`config.mk`:
```
export PLATFORM = sky130hd
export DESIGN_NAME = ccppw_top
export DESIGN_NICKNAME = d
export VERILOG_FILES = /design/src/include/ccppw_pkg.sv /design/src/rtl/ccppw_top.sv /design/src/rtl/ccppw_timer.sv
export SDC_FILE = /design/constraint.sdc
export NUM_CORES = 1
export LEC_CHECK = 0
export CAP_MARGIN = 20
export CELL_PAD_IN_SITES_DETAIL_PLACEMENT = 0
export CELL_PAD_IN_SITES_GLOBAL_PLACEMENT = 2
export CORE_MARGIN = 2
export CORE_UTILIZATION = 37
export DETAILED_ROUTE_END_ITERATION = 16
export DONT_BUFFER_PORTS = 1
export HOLD_SLACK_MARGIN = 0.15
export PLACE_DENSITY_LB_ADDON = 0.1
export SLEW_MARGIN = 40
export SYNTH_ARGS = -nofsm -noshare
export SYNTH_HDL_FRONTEND = slang
export SYNTH_SLANG_ARGS = --single-unit
export TNS_END_PERCENT = 50
```
`constraint.sdc`:
```
create_clock -name pclk -period 2.5 [get_ports pclk]
set_clock_uncertainty 0.2 [all_clocks]
set_input_delay 0.5 -clock pclk [delete_from_list [all_inputs] [get_ports pclk]]
set_output_delay 0.5 -clock pclk [all_outputs]
set_load 0.005 [all_outputs]
```
`src/include/ccppw_pkg.sv`:
```
// Notes on behaviour
// RULE1: PWM period comes from one of three 8-bit timers picked by a select field.
// RULE2: Period is (period register + 1) times four oscillator periods times prescale.
// RULE3: After count equals period: clear timer, set output unless duty zero, latch duty.
// RULE4: No postscaler takes part in the PWM period.
// RULE5: Duty is 10 bits: eight high bits in duty low register, two in control 5:4.
// RULE6: Duty fields writable anytime; new value reaches buffer only at period match.
// RULE7: Duty buffer high register is read-only while PWM runs.
// RULE8: High time equals duty value times oscillator period times prescale.
// RULE9: Duty is double-buffered in buffer high register plus a hidden two-bit latch.
// RULE10: Time base is timer count plus sub-count bits at 1:1, else prescaler bits.
// RULE11: Output goes low when the time base equals the buffered duty.
// RULE12: Half-bridge drives the waveform on primary and its complement on second output.
// RULE13: Seven-bit dead-band count delays each output going active, in instruction cycles.
// RULE14: Dead-band longer than the active time keeps that output inactive all cycle.
// RULE15: Software must clear both pin direction bits to use the pins as outputs.
// RULE16: Software starts the timer, waits for its flag, then enables the driver; the bench sets enable first and never waits for the flag.
// RULE17: Timer advances once per instruction cycle, four oscillator cycles, over prescale.
`default_nettype none
package ccppw_pkg;
    localparam int          CLK_PERIOD_NS  = 5;
    localparam int          NUM_TIMERS     = 3;
    localparam logic [1:0]  INSTR_LAST     = 2'h3;
    localparam logic [1:0]  PS_DIV1        = 2'h0;
    localparam logic [1:0]  PS_DIV4        = 2'h1;
    localparam logic [7:0]  OFS_UNIT_CTRL  = 8'h00;
    localparam logic [7:0]  OFS_DUTY_LOW   = 8'h04;
    localparam logic [7:0]  OFS_DUTY_BUF   = 8'h08;
    localparam logic [7:0]  OFS_TSEL       = 8'h0C;
    localparam logic [7:0]  OFS_DEAD       = 8'h10;
    localparam logic [7:0]  OFS_STATUS     = 8'h14;
    localparam logic [7:0]  OFS_MASK       = 8'h18;
    localparam logic [7:0]  OFS_PINMAP     = 8'h1C;
    localparam logic [7:0]  OFS_PINDIR     = 8'h24;
    localparam logic [3:0]  REGION_TCTRL   = 4'h4;
    localparam logic [3:0]  REGION_PERIOD  = 4'h5;
    localparam logic [3:0]  REGION_COUNT   = 4'h6;
    localparam int          CTRL_EN_BIT    = 0;
    localparam int          CTRL_HB_BIT    = 1;
    localparam int          CTRL_LSB_LO    = 4;
    localparam logic [7:0]  CTRL_MASK      = 8'h33;
    localparam int          TCTRL_RUN_BIT  = 2;
    localparam logic [7:0]  RST_UNIT_CTRL  = 8'h00;
    localparam logic [7:0]  RST_PERIOD     = 8'hFF;
    localparam logic [1:0]  RST_PINDIR     = 2'h3;
    localparam logic [1:0]  TSEL_NONE      = 2'h3;
endpackage
`default_nettype wire

```
`src/rtl/ccppw_top.sv`:
```
// The implementer's own choices: register access over APB and the register addresses.
`timescale 1ns/10ps
`default_nettype none
module ccppw_top
(
    input  wire logic        pclk,              // Oscillator clock
    input  wire logic        presetn,           // Async reset, active low
    input  wire logic        ce,                // Clock enable
    input  wire logic        psel,              // APB select
    input  wire logic        penable,           // APB enable
    input  wire logic        pwrite,            // APB write
    input  wire logic [7:0]  paddr,             // APB byte address
    input  wire logic [31:0] pwdata,            // APB write data
    output logic      [31:0] prdata,            // APB read data
    output logic             pready,            // APB ready
    output logic             pslverr,           // APB error
    output logic             primary_output,    // PWM waveform
    output logic             complement_output, // Complement waveform
    output logic             primary_oe,        // Primary pin drive enable
    output logic             complement_oe,     // Complement pin drive enable
    output logic             irq                // Level interrupt
);
    logic [7:0] unit_ctrl;
    logic [7:0] duty_low;
    logic [1:0] tsel;
    logic [6:0] dead_band_count;
    logic [2:0] tctrl [0:2];
    logic [7:0] period [0:2];
    logic [2:0] status;
    logic [2:0] mask;
    logic [7:0] pinmap;
    logic [1:0] pindir;
    logic [7:0] next_unit_ctrl;
    logic [7:0] next_duty_low;
    logic [1:0] next_tsel;
    logic [6:0] next_dead;
    logic [2:0] next_tctrl [0:2];
    logic [7:0] next_period [0:2];
    logic [2:0] next_status;
    logic [2:0] next_mask;
    logic [7:0] next_pinmap;
    logic [1:0] next_pindir;
    logic [31:0] next_prdata;
    logic        next_pready;
    logic        next_pslverr;
    logic        next_irq;
    logic        next_pa;
    logic        next_pb;
    logic        wr_en;
    logic        rd_done;
    logic        hit;
    logic        buf_wr;
    logic [1:0]  idx;
    logic [31:0] rd_val;
    logic [1:0]  osc_phase;
    logic [7:0]  t_count [0:2];
    logic [1:0]  t_low [0:2];
    logic [2:0]  t_match;
    logic [7:0]  sel_count;
    logic [1:0]  sel_low;
    logic        sel_match;
    logic        pwm_en;
    logic        half;
    logic [9:0]  duty_new;
    logic [9:0]  time_base;
    logic [7:0]  duty_buf;
    logic [1:0]  duty_latch;
    logic        raw;
    logic [6:0]  db_cnt;
    logic [7:0]  next_buf;
    logic [1:0]  next_latch;
    logic        next_raw;
    logic [6:0]  next_db;

    // Oscillator sub-count, one instruction cycle per wrap
    always_ff @(posedge pclk or negedge presetn)
    begin
        if (!presetn)
            osc_phase <= 2'h0;
        else if (ce)
            osc_phase <= osc_phase + 2'h1;
    end

    genvar g;
    generate
        for (g = 0; g < ccppw_pkg::NUM_TIMERS; g++)
        begin : g_tmr
            ccppw_timer u_tmr
            (
                .pclk      (pclk),
                .presetn   (presetn),
                .ce        (ce),
                .run       (tctrl[g][ccppw_pkg::TCTRL_RUN_BIT]),
                .prescale  (tctrl[g][1:0]),
                .period    (period[g]),
                .osc_phase (osc_phase),
                .count     (t_count[g]),
                .low_bits  (t_low[g]),
                .match     (t_match[g])
            );
        end
    endgenerate

    // Bus decode and read mux
    always_comb
    begin
        wr_en   = psel && penable && pready && pwrite;
        rd_done = psel && penable && pready && !pwrite;
        idx     = paddr[3:2];
        hit     = (paddr[1:0] == 2'h0);
        rd_val  = 32'h0000_0000;
        case (paddr[7:4])
            ccppw_pkg::REGION_TCTRL:  rd_val = {29'h0, tctrl[idx]};
            ccppw_pkg::REGION_PERIOD: rd_val = {24'h0, period[idx]};
            ccppw_pkg::REGION_COUNT:  rd_val = {24'h0, t_count[idx]};
            default:
            begin
                case (paddr)
                    ccppw_pkg::OFS_UNIT_CTRL: rd_val = {24'h0, unit_ctrl};
                    ccppw_pkg::OFS_DUTY_LOW:  rd_val = {24'h0, duty_low};
                    ccppw_pkg::OFS_DUTY_BUF:  rd_val = {24'h0, duty_buf};
                    ccppw_pkg::OFS_TSEL:      rd_val = {30'h0, tsel};
                    ccppw_pkg::OFS_DEAD:      rd_val = {25'h0, dead_band_count};
                    ccppw_pkg::OFS_STATUS:    rd_val = {29'h0, status};
                    ccppw_pkg::OFS_MASK:      rd_val = {29'h0, mask};
                    ccppw_pkg::OFS_PINMAP:    rd_val = {24'h0, pinmap};
                    ccppw_pkg::OFS_PINDIR:    rd_val = {30'h0, pindir};
                    default:                  hit = 1'b0;
                endcase
            end
        endcase
        if ((paddr[7:4] == ccppw_pkg::REGION_TCTRL || paddr[7:4] == ccppw_pkg::REGION_PERIOD
             || paddr[7:4] == ccppw_pkg::REGION_COUNT) && idx == 2'h3)
            hit = 1'b0;
        next_pready  = psel && !penable;
        next_pslverr = psel && !penable && !hit;
        next_prdata  = (psel && !penable && hit) ? rd_val : 32'h0000_0000;
        buf_wr       = wr_en && hit && (paddr == ccppw_pkg::OFS_DUTY_BUF);
    end

    // Register file next values
    always_comb
    begin
        next_unit_ctrl = unit_ctrl;
        next_duty_low  = duty_low;
        next_tsel      = tsel;
        next_dead      = dead_band_count;
        next_tctrl     = tctrl;
        next_period    = period;
        next_mask      = mask;
        next_pinmap    = pinmap;
        next_pindir    = pindir;
        next_status    = status;
        if (rd_done && paddr == ccppw_pkg::OFS_STATUS)
            next_status = 3'h0;
        next_status = next_status | t_match;
        if (wr_en && hit)
        begin
            case (paddr[7:4])
                ccppw_pkg::REGION_TCTRL:  next_tctrl[idx]  = pwdata[2:0];
                ccppw_pkg::REGION_PERIOD: next_period[idx] = pwdata[7:0];
                default:
                begin
                    case (paddr)
                        ccppw_pkg::OFS_UNIT_CTRL:
                            next_unit_ctrl = pwdata[7:0] & ccppw_pkg::CTRL_MASK;
                        ccppw_pkg::OFS_DUTY_LOW: next_duty_low = pwdata[7:0]; // RULE6
                        ccppw_pkg::OFS_TSEL:     next_tsel     = pwdata[1:0];
                        ccppw_pkg::OFS_DEAD:     next_dead     = pwdata[6:0];
                        ccppw_pkg::OFS_MASK:     next_mask     = pwdata[2:0];
                        ccppw_pkg::OFS_PINMAP:   next_pinmap   = pwdata[7:0];
                        ccppw_pkg::OFS_PINDIR:   next_pindir   = pwdata[1:0];
                        default:                 next_pinmap   = pinmap;
                    endcase
                end
            endcase
        end
        next_irq = |(next_status & next_mask);
    end

    always_ff @(posedge pclk or negedge presetn)
    begin
        if (!presetn)
        begin
            unit_ctrl       <= ccppw_pkg::RST_UNIT_CTRL;
            duty_low        <= 8'h00;
            tsel            <= 2'h0;
            dead_band_count <= 7'h00;
            for (int k = 0; k < ccppw_pkg::NUM_TIMERS; k++)
            begin
                tctrl[k]  <= 3'h0;
                period[k] <= ccppw_pkg::RST_PERIOD;
            end
            status  <= 3'h0;
            mask    <= 3'h0;
            pinmap  <= 8'h00;
            pindir  <= ccppw_pkg::RST_PINDIR;
            prdata  <= 32'h0000_0000;
            pready  <= 1'b0;
            pslverr <= 1'b0;
            irq     <= 1'b0;
        end
        else if (ce)
        begin
            unit_ctrl       <= next_unit_ctrl;
            duty_low        <= next_duty_low;
            tsel            <= next_tsel;
            dead_band_count <= next_dead;
            tctrl           <= next_tctrl;
            period          <= next_period;
            status          <= next_status;
            mask            <= next_mask;
            pinmap          <= next_pinmap;
            pindir          <= next_pindir;
            prdata          <= next_prdata;
            pready          <= next_pready;
            pslverr         <= next_pslverr;
            irq             <= next_irq;
        end
    end

    // PWM engine
    always_comb
    begin
        pwm_en = unit_ctrl[ccppw_pkg::CTRL_EN_BIT];
        half   = unit_ctrl[ccppw_pkg::CTRL_HB_BIT];
        case (tsel) // RULE1
            2'h0:
            begin
                sel_count = t_count[0];
                sel_low   = t_low[0];
                sel_match = t_match[0];
            end
            2'h1:
            begin
                sel_count = t_count[1];
                sel_low   = t_low[1];
                sel_match = t_match[1];
            end
            2'h2:
            begin
                sel_count = t_count[2];
                sel_low   = t_low[2];
                sel_match = t_match[2];
            end
            default:
            begin
                sel_count = 8'h00;
                sel_low   = 2'h0;
                sel_match = 1'b0;
            end
        endcase
        duty_new   = {duty_low, unit_ctrl[ccppw_pkg::CTRL_LSB_LO +: 2]}; // RULE5
        time_base  = {sel_count, sel_low}; // RULE10 RULE2
        next_buf   = duty_buf;
        next_latch = duty_latch;
        next_raw   = raw;
        if (!pwm_en)
        begin
            next_raw = 1'b0;
            if (buf_wr)
                next_buf = pwdata[7:0]; // RULE7
        end
        else if (sel_match)
        begin
            next_buf   = duty_new[9:2]; // RULE9 RULE6
            next_latch = duty_new[1:0];
            next_raw   = (duty_new != 10'h000); // RULE3
        end
        else if ({duty_buf, duty_latch} == time_base)
        begin
            next_raw = 1'b0; // RULE11 RULE8
        end
        next_db = db_cnt;
        if (next_raw != raw)
            next_db = dead_band_count; // RULE13
        else if (db_cnt != 7'h00 && osc_phase == ccppw_pkg::INSTR_LAST)
            next_db = db_cnt - 7'h01;
        if (half)
        begin
            // Edge that arrives before the delay runs out keeps output idle
            next_pa = pwm_en && raw && (db_cnt == 7'h00); // RULE12 RULE14
            next_pb = pwm_en && !raw && (db_cnt == 7'h00); // RULE12 RULE14
        end
        else
        begin
            next_pa = pwm_en && raw;
            next_pb = 1'b0;
        end
    end

    always_ff @(posedge pclk or negedge presetn)
    begin
        if (!presetn)
        begin
            duty_buf          <= 8'h00;
            duty_latch        <= 2'h0;
            raw               <= 1'b0;
            db_cnt            <= 7'h00;
            primary_output    <= 1'b0;
            complement_output <= 1'b0;
            primary_oe        <= 1'b0;
            complement_oe     <= 1'b0;
        end
        else if (ce)
        begin
            duty_buf          <= next_buf;
            duty_latch        <= next_latch;
            raw               <= next_raw;
            db_cnt            <= next_db;
            primary_output    <= next_pa;
            complement_output <= next_pb;
            primary_oe        <= !pindir[0]; // RULE15
            complement_oe     <= !pindir[1]; // RULE15
        end
    end
endmodule
`default_nettype wire

```
`src/rtl/ccppw_timer.sv`:
```
`timescale 1ns/10ps
`default_nettype none
module ccppw_timer
(
    input  wire logic       pclk,       // Oscillator clock
    input  wire logic       presetn,    // Async reset, active low
    input  wire logic       ce,         // Clock enable
    input  wire logic       run,        // Timer run bit
    input  wire logic [1:0] prescale,   // Prescale code
    input  wire logic [7:0] period,     // Period register
    input  wire logic [1:0] osc_phase,  // Oscillator sub-count
    output logic      [7:0] count,      // Timer count
    output logic      [1:0] low_bits,   // Lower time base bits
    output logic            match       // Pulse on period wrap
);
    logic [3:0] presc;
    logic [3:0] next_presc;
    logic [7:0] next_count;
    logic       next_match;
    logic       tick;
    logic       wrap;

    always_comb
    begin
        tick = run && (osc_phase == ccppw_pkg::INSTR_LAST); // RULE17
        case (prescale)
            ccppw_pkg::PS_DIV1: wrap = 1'b1;
            ccppw_pkg::PS_DIV4: wrap = (presc[1:0] == 2'h3);
            default:            wrap = (presc == 4'hF);
        endcase
        case (prescale) // RULE10
            ccppw_pkg::PS_DIV1: low_bits = osc_phase;
            ccppw_pkg::PS_DIV4: low_bits = presc[1:0];
            default:            low_bits = presc[3:2];
        endcase
        next_presc = presc;
        next_count = count;
        next_match = 1'b0;
        if (tick)
        begin
            next_presc = wrap ? 4'h0 : presc + 4'h1;
            if (wrap && (count == period))
            begin
                // Wrap reported undivided, no postscale
                next_count = 8'h00; // RULE3 RULE4
                next_match = 1'b1;
            end
            else if (wrap)
            begin
                next_count = count + 8'h01;
            end
        end
    end

    always_ff @(posedge pclk or negedge presetn)
    begin
        if (!presetn)
        begin
            presc <= 4'h0;
            count <= 8'h00;
            match <= 1'b0;
        end
        else if (ce)
        begin
            presc <= next_presc;
            count <= next_count;
            match <= next_match;
        end
    end
endmodule
`default_nettype wire

```
# Word-level counts from Yosys, hierarchy flattened
# Index checks and enable logic that the tools add are counted.
[op_classes]
n_addsub = 8
multipliers = 0
n_div = 0
order_cmp = 2
n_eq_ne = 30
shifts = 0
mux = 59
bitwise = 4
reduce_logical = 66
[ops]
columns = ["operator", "count"]
rows = [
  ["8-bit two-way mux", 14],
  ["8-bit case mux with 9 select lines", 1],
  ["8-bit case mux with 3 select lines", 2],
  ["8-bit binary-select mux with 2-bit select", 2],
  ["8-bit by 5-bit equality test with 1-bit output (second input constant)", 4],
  ["32-bit two-way mux", 1],
  ["8-bit by 1-bit adder with 8-bit output (second input constant)", 3],
  ["24-bit bitwise mux", 1],
  ["8-bit equality test", 3],
  ["4-bit AND reduction", 6],
  ["1-bit logical AND", 23],
  ["3-bit two-way mux", 7],
  ["3-bit AND reduction", 7],
  ["8-bit demux with 2-bit select", 1],
  ["8-bit by 4-bit equality test with 1-bit output (second input constant)", 2],
  ["1-bit two-way mux", 14],
  ["7-bit two-way mux", 2],
  ["4-bit by 1-bit adder with 4-bit output (second input constant)", 3],
  ["2-bit equality test (second input constant)", 6],
  ["4-bit by 3-bit equality test with 1-bit output (second input constant)", 3],
  ["4-bit equality test (second input constant)", 3],
  ["4-bit two-way mux", 3],
  ["2-bit case mux with 2 select lines", 3],
  ["10-bit equality test", 1],
  ["other kinds (31)", 54],
]
[totals]
register_bits = 168
latchBits = 0
ramBits = 0
rom_bits = 0
memories = 0

# Depth between registers and ports, before layout
# Gate-level depths: netlist (run 1).
[logic_depth]
ltp_word = 10
depth_mapped = 10
ltp_nobuf = 8

# Modules after synthesis
# From an unflattened synthesis (run 1), not the netlist that was laid out.
[unflattened]
cells_unflattened = 851
area_unflattened_um2 = 8640.8
[modules_own_cells]
columns = ["mod", "instances", "cells_each", "area_each_um2", "seq_area_each_um2"]
rows = [
  ["ccppw_top", 1, 580, 6133.4, 2660.1],
  ["ccppw_timer at g_tmr[0].u_tmr ...", 2, 91, 832.0, 325.3],
  ["ccppw_timer at g_tmr[2].u_tmr", 1, 89, 843.3, 325.3],
]

# Worst setup path before layout (run 1)
# No wires, ideal clock.
[synth_path]
path_type = "input to register"
from = "in paddr[7]"
to = "reg tsel[0]"
setup_ns = 0.125
t_arrival_ns = 2.560
required_ns = 2.175
path_slack_ns = -0.385
stages = 7
cell_sequence = "nor4_1 nand2_1 a22o_1 a211oi_2 nand3_4 nor4_1 mux2_2"
[synth_via]
elab_chain_len = 7
elab_cells_between_ends = 24
[synth_rtl]
columns = ["item", "line_no", "source"]
rows = [
  ["start, declared", "ccppw_top.sv:12", "input wire logic [7:0] paddr,"],
  ["8-bit by 4-bit equality test with 1-bit output, or another cell as far along", "ccppw_top.sv:118", "case (paddr)"],
  ["9-bit OR reduction (no source line) / 1-bit logical OR (equally long branches)", "n/a", ""],
  ["1-bit two-way mux / 1-bit logical OR (equally long branches)", "ccppw_top.sv:118, ccppw_top.sv:133", ""],
  ["1-bit two-way mux / 1-bit logical AND (equally long branches)", "ccppw_top.sv:112, ccppw_top.sv:133", ""],
  ["1-bit two-way mux", "ccppw_top.sv:132", "if ((paddr[7:4] == ccppw_pkg::REGION_TCTRL || paddr[7:4] == ccppw_pkg::REGION_PERIOD"],
  ["1-bit logical AND", "ccppw_top.sv:157", "if (wr_en && hit)"],
  ["4-bit AND reduction (no source line) *", "n/a", ""],
  ["end signal, assigned", "ccppw_top.sv:207", "tsel <= next_tsel;"],
  ["end, declared", "ccppw_top.sv:25", "logic [1:0] tsel;"],
]
# Mark *: on every way between the ends. The rest lies on a longest branch, timed or not.
# A chain may end at the register's enable or synchronous reset.

# Worst setup path in the final report (run 1)
[layout_path]
from = "reg tsel[0]"
to = "reg db_cnt[6]"
[layout_via]
elab_chain_len = 9
elab_cells_between_ends = 14
[layout_rtl]
columns = ["item", "line_no", "source"]
rows = [
  ["2-bit equality test, or another cell as far along", "ccppw_top.sv:227", "case (tsel)"],
  ["2-bit case mux with 3 select lines / 8-bit case mux with 3 select lines (equally long branches)", "ccppw_top.sv:227", ""],
  ["10-bit equality test", "ccppw_top.sv:270", "else if ({duty_buf, duty_latch} == time_base)"],
  ["1-bit two-way mux", "ccppw_top.sv:270", ""],
  ["1-bit two-way mux *", "ccppw_top.sv:264", "else if (sel_match)"],
  ["1-bit two-way mux *", "ccppw_top.sv:258", "if (!pwm_en)"],
  ["1-bit != test *", "ccppw_top.sv:275", "if (next_raw != raw)"],
  ["2-bit nonzero test (no source line)", "n/a", ""],
  ["2-bit AND reduction (no source line)", "n/a", ""],
  ["end signal, assigned", "ccppw_top.sv:310", "db_cnt <= next_db;"],
  ["end, declared", "ccppw_top.sv:69", "logic [6:0] db_cnt;"],
]
# Marks and branches as above.

==> results of run 1 <==
## worst reg2reg max path, delay by kind of cell (launching register included)
family                 cells  cell delay [ps]
AOI/OAI and AO/OA          4              800
buffers and inverters      4              740
and+or+nand+nor            2              470
DFF                        1              420
## cells by family after synthesis
| kind of cell | count (synthesis) | synth area share |
|---|---|---|
| buffers and inverters | 93 | 0.05223 |
| other | 1 | 0.0004422 |
| AO/OA/AOI/OAI | 199 | 0.1599 |
| multiplexers | 123 | 0.1604 |
| AND/OR/NAND/NOR | 250 | 0.1540 |
| adder cells (fa/ha/maj) | 9 | 0.01328 |
| XOR/XNOR | 30 | 0.03098 |
| flip-flops | 144 | 0.4287 |
## cells in the mapped netlist (4+ instances only)
| library cell | number | share of area |
|---|---|---|
| dfrtp_1 | 118 | 0.35 |
| mux2_2 | 82 | 0.11 |
| nand2_1 | 65 | 0.029 |
| o21ai_0 | 63 | 0.037 |
| nor2_1 | 56 | 0.025 |
| clkbuf_1 | 38 | 0.017 |
| mux2i_1 | 38 | 0.045 |
| a21oi_1 | 27 | 0.016 |
| xnor2_1 | 27 | 0.028 |
| dfstp_2 | 26 | 0.081 |
| nand3_1 | 26 | 0.015 |
| buf_4 | 24 | 0.021 |
| inv_1 | 20 | 0.0089 |
| nand4_1 | 19 | 0.014 |
| nand2b_1 | 18 | 0.013 |
| nor2b_1 | 14 | 0.010 |
| a21o_1 | 13 | 0.012 |
| nor3_1 | 11 | 0.0065 |
| a221oi_1 | 10 | 0.010 |
| o211ai_1 | 10 | 0.0089 |
| a22o_1 | 9 | 0.0093 |
| ha_1 | 9 | 0.013 |
| nor4_1 | 9 | 0.0066 |
| buf_1 | 8 | 0.0035 |
| and3_1 | 7 | 0.0052 |
| o31ai_1 | 7 | 0.0062 |
| a211oi_1 | 6 | 0.0053 |
| a22oi_1 | 6 | 0.0053 |
| or2_2 | 6 | 0.0044 |
| a211o_1 | 5 | 0.0052 |
| a32o_1 | 5 | 0.0059 |
| nor3_4 | 5 | 0.0096 |
| o22ai_1 | 5 | 0.0037 |
| o2bb2ai_1 | 5 | 0.0052 |
| o32ai_1 | 5 | 0.0052 |
| a31oi_1 | 4 | 0.0030 |
| o221a_2 | 4 | 0.0053 |
## layout make-up
class / instances / area (µm²) / area share
multi-input combinational: 636 / 4776 / 0.4552
sequential: 144 / 3637 / 0.3466
inverter: 20 / 75.07 / 0.007155
timing repair buffer: 126 / 1060 / 0.1010
clock buffer: 17 / 425.4 / 0.04054
clock inverter: 15 / 162.7 / 0.01550
tap: 285 / 356.6 / 0.03399
## layer usage
metal  routed length (µm)  part of all wire  up-vias
li1                     -                 -     3263
met1                11940              0.44     3538
met2                13460              0.50      185
met3                 1214             0.045       24
met4                  387             0.014        0
met5                    0                 0        -
## state kept, by name (all words and copies together) (netlist names), 8 cells and up
register and cells:
tctrl 9, prdata 8, period 24, duty_buf 8, g_tmr.u_tmr.count 24, g_tmr.u_tmr.presc 12
pinmap 8, duty_low 8
## repair_timing
| item | in CTS | in global routing |
|---|---|---|
| hold endpoints to repair | 236 | 144 |
| setup buffers | 2 | 0 |
| endpoints found under the setup margin | 18 | 8 |
| gates resized for setup | 25 | 6 |
| cloned | 1 | 1 |
| pin swaps | 1 | 0 |
## worst paths after layout
check,endpoint,cells past startpoint,slack [ps],from
min reg2reg,pinmap[2],1,310,pinmap[2]
max in group asynchronous,period[7],0,2240,presetn
min in group pclk,db_cnt[2],3,150,ce
max,db_cnt[6],10,-240,tsel[0]
max reg2reg,db_cnt[6],10,-240,tsel[0]
min,g_tmr[0].u_tmr.count[4],0,-440,presetn
## report_power, final
group	internal [mW]	leakage [nW]	switching, mW
logic	0.214	2.36	0.232
clock network	1.35	0.281	1.23
registers	2.38	1.88	0.0583
## stage by stage
| step | power [mW] | worst slack (ps) | utilization | hold slack [ps] | setup TNS (ps) |
|---|---|---|---|---|---|
| 2_1_floorplan | 2.803 | -240.5 | - | 4.409 | -11710 |
| 3_3_place_gp | 2.871 | -486.0 | 0.4267 | 12.64 | -11750 |
| 3_5_place_dp | 2.883 | -633.1 | 0.4267 | 11.47 | -14950 |
| 4_1_cts | 5.514 | -249.7 | 0.4633 | -447.9 | -1476 |
| 5_1_grt | 5.675 | -403.4 | 0.4649 | -456.6 | -2575 |
| 6_report | 5.456 | -243.4 | 0.4649 | -441.9 | -1412 |
==> results.yml, run 1 <==
grt:
  antenna_found_initial: 0
  grt-ovfl-total: 0
  grt_util_met3: 0.03565
  grt_busiest_layer: "met2"
  grt_pass1_vias: 6997
  grt_pass1_wl_um: 41700
  use_met2: 0.3850
  met1_usage: 0.3064
  grt_use_total: 0.2277
  grt_start_max_net_pins: 145
cts:
  tritoncts: "yes"
  clock_latency_ps: 430
  cts-hold-fix-buffers: 11
  cts-root-buf: "clkbuf_16"
  cts.sinks: 144
  clockBufferDepth: 2
  cts_max_level: 4
  numCtsBuffers: 17
  path_clk_slew_ps: 80
place:
  dpl.hpwl_um: 19390
  placed_cell_area_um2: 9632
  dp_cells: 1196
  io_buffers: 0
  gp_congestion: 0.8635
worst_setup_path:
  path_max_fanout: 18
  slowest_delay_ps: 420
  worst-path-buf-inv: 4
  crit_required_ps: 2620
  path_delay_family: "compound AO/OA/AOI/OAI gates"
  start_kind: "flop"
  slowest_stage: "dfrtp_1"
  setup.worst_path.class: "flop to flop"
  end_kind: "flop"
  crit_chain: "buf_8, inv_1, a221oi_1, o22ai_1, nor4_2, buf_4, nand4_1, buf_6, a211o_1, o311a_1"
  arrival_ps: 2860
drt:
  postRouteAntennaNets: 0
  route.detailed.drc: 0
  routed_via_density: 5.640
  wirelength_um: 27000
  firstDrtPassIters: 7
  initialDrtViolationCount: 483
  vias: 7010
  avgRoutedWirePerCell_um: 21.72
floorplanning:
  coreArea_um2: 22570
  rows: 55
  die_h_um: 155.4
  die_area_um2: 24150
  ios: 85
  start_util: 0.3757
  chipWidth_um: 155.4
hold_path:
  hp-class: "primary input to async pin"
logic_synthesis:
  syn_avg_cell_area_um2: 9.989
  synth_edf_count: 0
  synth.distinct_cells: 61
  yosysWarnings: 0
  ys_seq_elements: 144
  synthCells: 849
  synth_ff_type: "dfrtp_1"
  syn_area_um2: 8481
  async_flop_share: 1.000
  seq_area_frac_synth: 0.4287
power:
  vdd_drop_max_v: 0.0003718
  p_leak_nw: 4.528
  pwr_density_cell_nw_per_um2: 520.0
sta:
  whs_ps: -441.9
  finalHoldViolCount: 144
  fin_crit_sh: 1.097
  tightest_slew_ps: 788.8
  fmax_mhz: 364.5
  relSlewSlack: 0.4724
  rsz0062_at_grt: "true"
  slew_violations: 0
  finalWorstSetupSlack_ps: -243.4
  fin_crit_ps: 2743
  setup_viol: 8
run:
  maxCapViolCount: 0
layout:
  n_fill_cell: 2165
  final_common_cell: "dfrtp_1"
  fin_nets: 1000
  stdcell_area_um2: 10490
  final_cells: 1243
  drive_gt1_frac: 0.3163
  syn_to_final_growth_pct: 23.72
  layout_common_cells: "dfrtp_1 (117), buf_4 (104), nand2_1 (65)"
  diodes: 0
status:
  status: "complete, but fails checks"
  violations: "hold timing, setup timing"
No activity file was read; power rests on OpenSTA's default activity.
==> run 2, diff against run 1 <==
SETUP_SLACK_MARGIN = 0.5   (was unset)
==> results.yml, run 2 (same netlist as run 1, synthesis figures left out) <==
sta:
  relSlewSlack: 0.4936
  tns_ps: -2168
  whs_ps: -434.2
  fmax_mhz: 349.5
  setup_viol: 8
  fin_crit_ps: 2861
  tightest_slew_ps: 757.1
  fin_crit_sh: 1.145
  finalHoldViolCount: 144
  rsz0062_at_grt: "true"
  slew_violations: 0
  finalWorstSetupSlack_ps: -361.4
power:
  power.total_mw: 5.672
  p_leak_nw: 4.754
  vdd_drop_max_v: 0.0003994
  pwr_density_cell_nw_per_um2: 507.1
worst_setup_path:
  reg2reg_slack_ps: -360
  arrival_ps: 2980
  start_kind: "flop"
  path_max_fanout: 7
  setup.worst_path.class: "flop to flop"
  crit_required_ps: 2620
  end_kind: "flop"
drt:
  initialDrtViolationCount: 439
  routed_via_density: 5.701
  route.detailed.drc: 0
  firstDrtPassIters: 6
  postRouteAntennaNets: 0
  avgRoutedWirePerCell_um: 22.20
  vias: 7121
  wirelength_um: 27720
floorplanning:
  die_h_um: 155.4
  rows: 55
  ios: 85
  chipWidth_um: 155.4
  coreArea_um2: 22570
  start_util: 0.3757
  die_area_um2: 24150
layout:
  final_cells: 1249
  diodes: 0
  final_util: 0.4956
  fin_nets: 1006
  reg.largest.list: "g_tmr.u_tmr.count (24), period (24), g_tmr.u_tmr.presc (12)"
  drive_gt1_frac: 0.3838
  syn_to_final_growth_pct: 31.90
  final_common_cell: "dfrtp_1"
  stdcell_area_um2: 11190
  layout_common_cells: "dfrtp_1 (112), buf_4 (88), mux2_4 (67)"
grt:
  grt_pass1_vias: 7440
  antenna_found_initial: 0
  use_met2: 0.3797
  met1_usage: 0.3249
  grt_pass1_wl_um: 43400
  grt_use_total: 0.2363
  grt_util_met3: 0.04150
  grt_busiest_layer: "met2"
  grt-ovfl-total: 0
  grt_start_max_net_pins: 145
cts:
  clock_latency_ps: 440
  cts-hold-fix-buffers: 10
  cts.sinks: 144
  path_clk_slew_ps: 70
  numCtsBuffers: 17
  clockBufferDepth: 2
  cts-root-buf: "clkbuf_16"
  cts_max_level: 4
  tritoncts: "yes"
place:
  dpl.hpwl_um: 19550
  dp_cells: 1192
  pre_cts_slack_ps: -628.4
  gp_congestion: 0.8677
  placed_cell_area_um2: 9603
  io_buffers: 0
status:
  status: "complete, but fails checks"
  violations: "hold timing, setup timing"
hold_path:
  hp-class: "primary input to async pin"
run:
  maxCapViolCount: 0
==> run 2: changes by cell type in the layout (fill, tap and decap cells not counted), sizes merged <==
cell         previous run  this run
clkinvlp                3         2
buf                   116       123
dlygate4sd3            10         9
bufinv                  0         2
clkinv                  2         1
==> run 2: final timing paths <==
check                           from                 endpoint  depth (start not counted)
setup / recovery             tsel[1]                db_cnt[1]                         10
hold / removal               presetn  g_tmr[1].u_tmr.count[7]                          0
setup reg to reg             tsel[1]                db_cnt[1]                         10
hold reg to reg            prdata[2]                prdata[2]                          1
max in group asynchronous    presetn                pindir[0]                          0
min in group pclk                 ce  g_tmr[2].u_tmr.presc[2]                          3
==> run 2: routing by layer <==
layer | up-vias | wire length, µm
met4 | 0 | 431
li1 | 3286 | -
met3 | 22 | 1041
met1 | 3656 | 12900
met2 | 157 | 13350
met5 | - | 0
==> run 2: repair_timing <==
item / 4_1_cts / 5_1_grt
pin swaps: 16 / 30
resized for setup: 103 / 85
gates cloned: 3 / 0
endpoints found under the hold margin: 236 / 144
buffers inserted: 9 / 3
setup endpoints to repair: 113 / 118
==> run 2: worst max-delay path, stage by stage (launching register included) <==
cell and delay [ps]:
dfrtp_1 410, buf_12 150, mux2_4 300, a221oi_2 280, o22ai_2 120, nor4_4 360
buf_4 200, nand4_1 100, buf_6 160, a32o_1 210, a311o_1 260
==> run 2: area by class of cell <==
type,count,area [µm²]
fillers,2086,11390
multi-input cells,636,5299
flip-flops and latches,144,3643
repair buffers,132,1200
clock buffers,17,425.4
well taps,285,356.6
clock inverters,15,186.4
inverters,20,75.07
==> run 2: power breakdown <==
group | total, mW | leakage [nW] | switching, mW | internal, mW
sequential | 2.43 | 1.88 | 0.0578 | 2.38
clock | 2.70 | 0.295 | 1.18 | 1.52
combinational | 0.536 | 2.58 | 0.280 | 0.256
total | 5.67 | 4.75 | 1.52 | 4.15
==> run 3, diff against run 2 <==
CELL_PAD_IN_SITES_DETAIL_PLACEMENT = unset   (was 0)
CELL_PAD_IN_SITES_GLOBAL_PLACEMENT = unset   (was 2)
CORE_UTILIZATION = 55   (was 37)
PLACE_DENSITY = 0.73   (was unset)
PLACE_DENSITY_LB_ADDON = unset   (was 0.1)
==> results.yml, run 3 (same netlist as run 1, synthesis figures left out) <==
status:
  status: "complete, but fails checks"
  violations: "hold timing, setup timing"
worst_setup_path:
  arrival_ps: 2950
  worst-path-buf-inv: 3
  r2r_start: "tsel[1]"
  slowest_stage: "dfrtp_2"
  path_delay_family: "compound AO/OA/AOI/OAI gates"
  setup.worst_path.class: "flop to flop"
  crit_chain: "buf_8, mux2i_4, o32ai_2, o22ai_2, nor4_4, buf_4, nand4_1, buf_6, a211o_1, o311a_1"
  start_kind: "flop"
  end_kind: "flop"
  slowest_delay_ps: 480
  crit_required_ps: 2610
  critPathLaunch: "tsel[1]"
  path_max_fanout: 8
layout:
  layout_common_cells: "dfrtp_1 (108), buf_4 (68), nand2_1 (65)"
  n_fill_cell: 1027
  reg.largest.list: "g_tmr.u_tmr.count (24), period (24), g_tmr.u_tmr.presc (12)"
  drive_gt1_frac: 0.3526
  final_common_cell: "dfrtp_1"
  fin_nets: 978
  diodes: 0
  stdcell_area_um2: 10720
  syn_to_final_growth_pct: 26.44
place:
  pre_cts_slack_ps: -555.5
  gp_congestion: 0.9536
  placed_cell_area_um2: 9336
  io_buffers: 0
  dpl.hpwl_um: 17450
drt:
  firstDrtPassIters: 5
  avgRoutedWirePerCell_um: 22.46
  wirelength_um: 25240
  route.detailed.drc: 0
  postRouteAntennaNets: 0
  routed_via_density: 6.477
  vias: 7280
  initialDrtViolationCount: 757
floorplanning:
  coreArea_um2: 15150
  die_area_um2: 16430
  chipWidth_um: 128.2
  start_util: 0.5599
  rows: 45
  ios: 85
  die_h_um: 128.2
sta:
  relSlewSlack: 0.4944
  rsz0062_at_grt: "true"
  tightest_slew_ps: 755.9
  setup_viol: 8
  finalWorstSetupSlack_ps: -336.0
  fmax_mhz: 352.6
  fin_crit_ps: 2836
  finalHoldViolCount: 144
  fin_crit_sh: 1.134
  slew_violations: 0
  whs_ps: -431.9
run:
  maxCapViolCount: 0
grt:
  grt_pass1_wl_um: 39760
  grt_start_max_net_pins: 145
  grt-ovfl-total: 0
  grt_pass1_vias: 7319
  grt_use_total: 0.3178
  antenna_found_initial: 0
cts:
  cts-hold-fix-buffers: 10
  cts_max_level: 4
  tritoncts: "yes"
  cts.sinks: 144
  numCtsBuffers: 17
  clock_latency_ps: 430
  clockBufferDepth: 2
  cts-root-buf: "clkbuf_16"
  path_clk_slew_ps: 60
power:
  p_leak_nw: 4.571
  power.total_mw: 5.449
  vdd_drop_max_v: 0.0004822
  pwr_density_cell_nw_per_um2: 508.2
hold_path:
  hp-class: "primary input to async pin"
## run 3: stage by stage
step           utilization  TNS [ps]  instances
6_report            0.7080     -2088       1124
5_1_grt             0.7080     -2869       1124
4_1_cts             0.6880     -1652       1123
3_5_place_dp        0.6164     -8956       1074
3_3_place_gp        0.6164     -5768       1074
2_1_floorplan            -    -12230        872
## run 3: layout make-up
cell class | count | area [µm²] | share of cell area
Tap cell | 188 | 235.2 | 0.02194
Sequential cell | 144 | 3649 | 0.3403
Clock inverter | 14 | 155.1 | 0.01447
Inverter | 20 | 75.07 | 0.007001
Timing Repair Buffer | 105 | 977.2 | 0.09113
Multi-Input combinational cell | 635 | 5202 | 0.4852
Clock buffer | 18 | 429.2 | 0.04002
## run 3: timing repair
action | 4_1_cts | 5_1_grt
resized for setup | 79 | 74
pin swaps | 12 | 34
setup endpoints to repair | 107 | 114
hold endpoints to repair | 237 | 144
setup buffers | 5 | 1
cloned | 2 | 0
## run 3: worst paths after layout
kind / to / slack [ps] / cells after the start
max in group asynchronous: period[1] / 2270 / 0
hold / removal: g_tmr[2].u_tmr.count[2] / -430 / 0
min in group pclk: g_tmr[1].u_tmr.match / 180 / 2
hold reg to reg: pinmap[6] / 320 / 1
setup / recovery: db_cnt[6] / -340 / 10
setup reg to reg: db_cnt[6] / -340 / 10
## run 3: worst register-to-register path, delay by kind of cell (launching register included)
kind	cells	cell delay, ps
buffers and inverters	3	560
AO/OA/AOI/OAI	4	800
multiplexers	1	200
flip-flops	1	480
AND/OR/NAND/NOR	2	490
## run 3: where the power goes
part,switching (mW),total [mW],internal [mW],leakage (nW)
clock network,1.07,2.55,1.49,0.282
logic,0.242,0.448,0.206,2.42
registers,0.0661,2.45,2.38,1.87
## run 3: per-layer routing
metal,vias to the layer above,track usage,wire (µm)
li1,3215,-,-
met1,3612,0.4213,10490
met2,369,0.4989,11740
met3,84,0.06886,1860
met4,0,0.1526,1150
met5,-,0,0
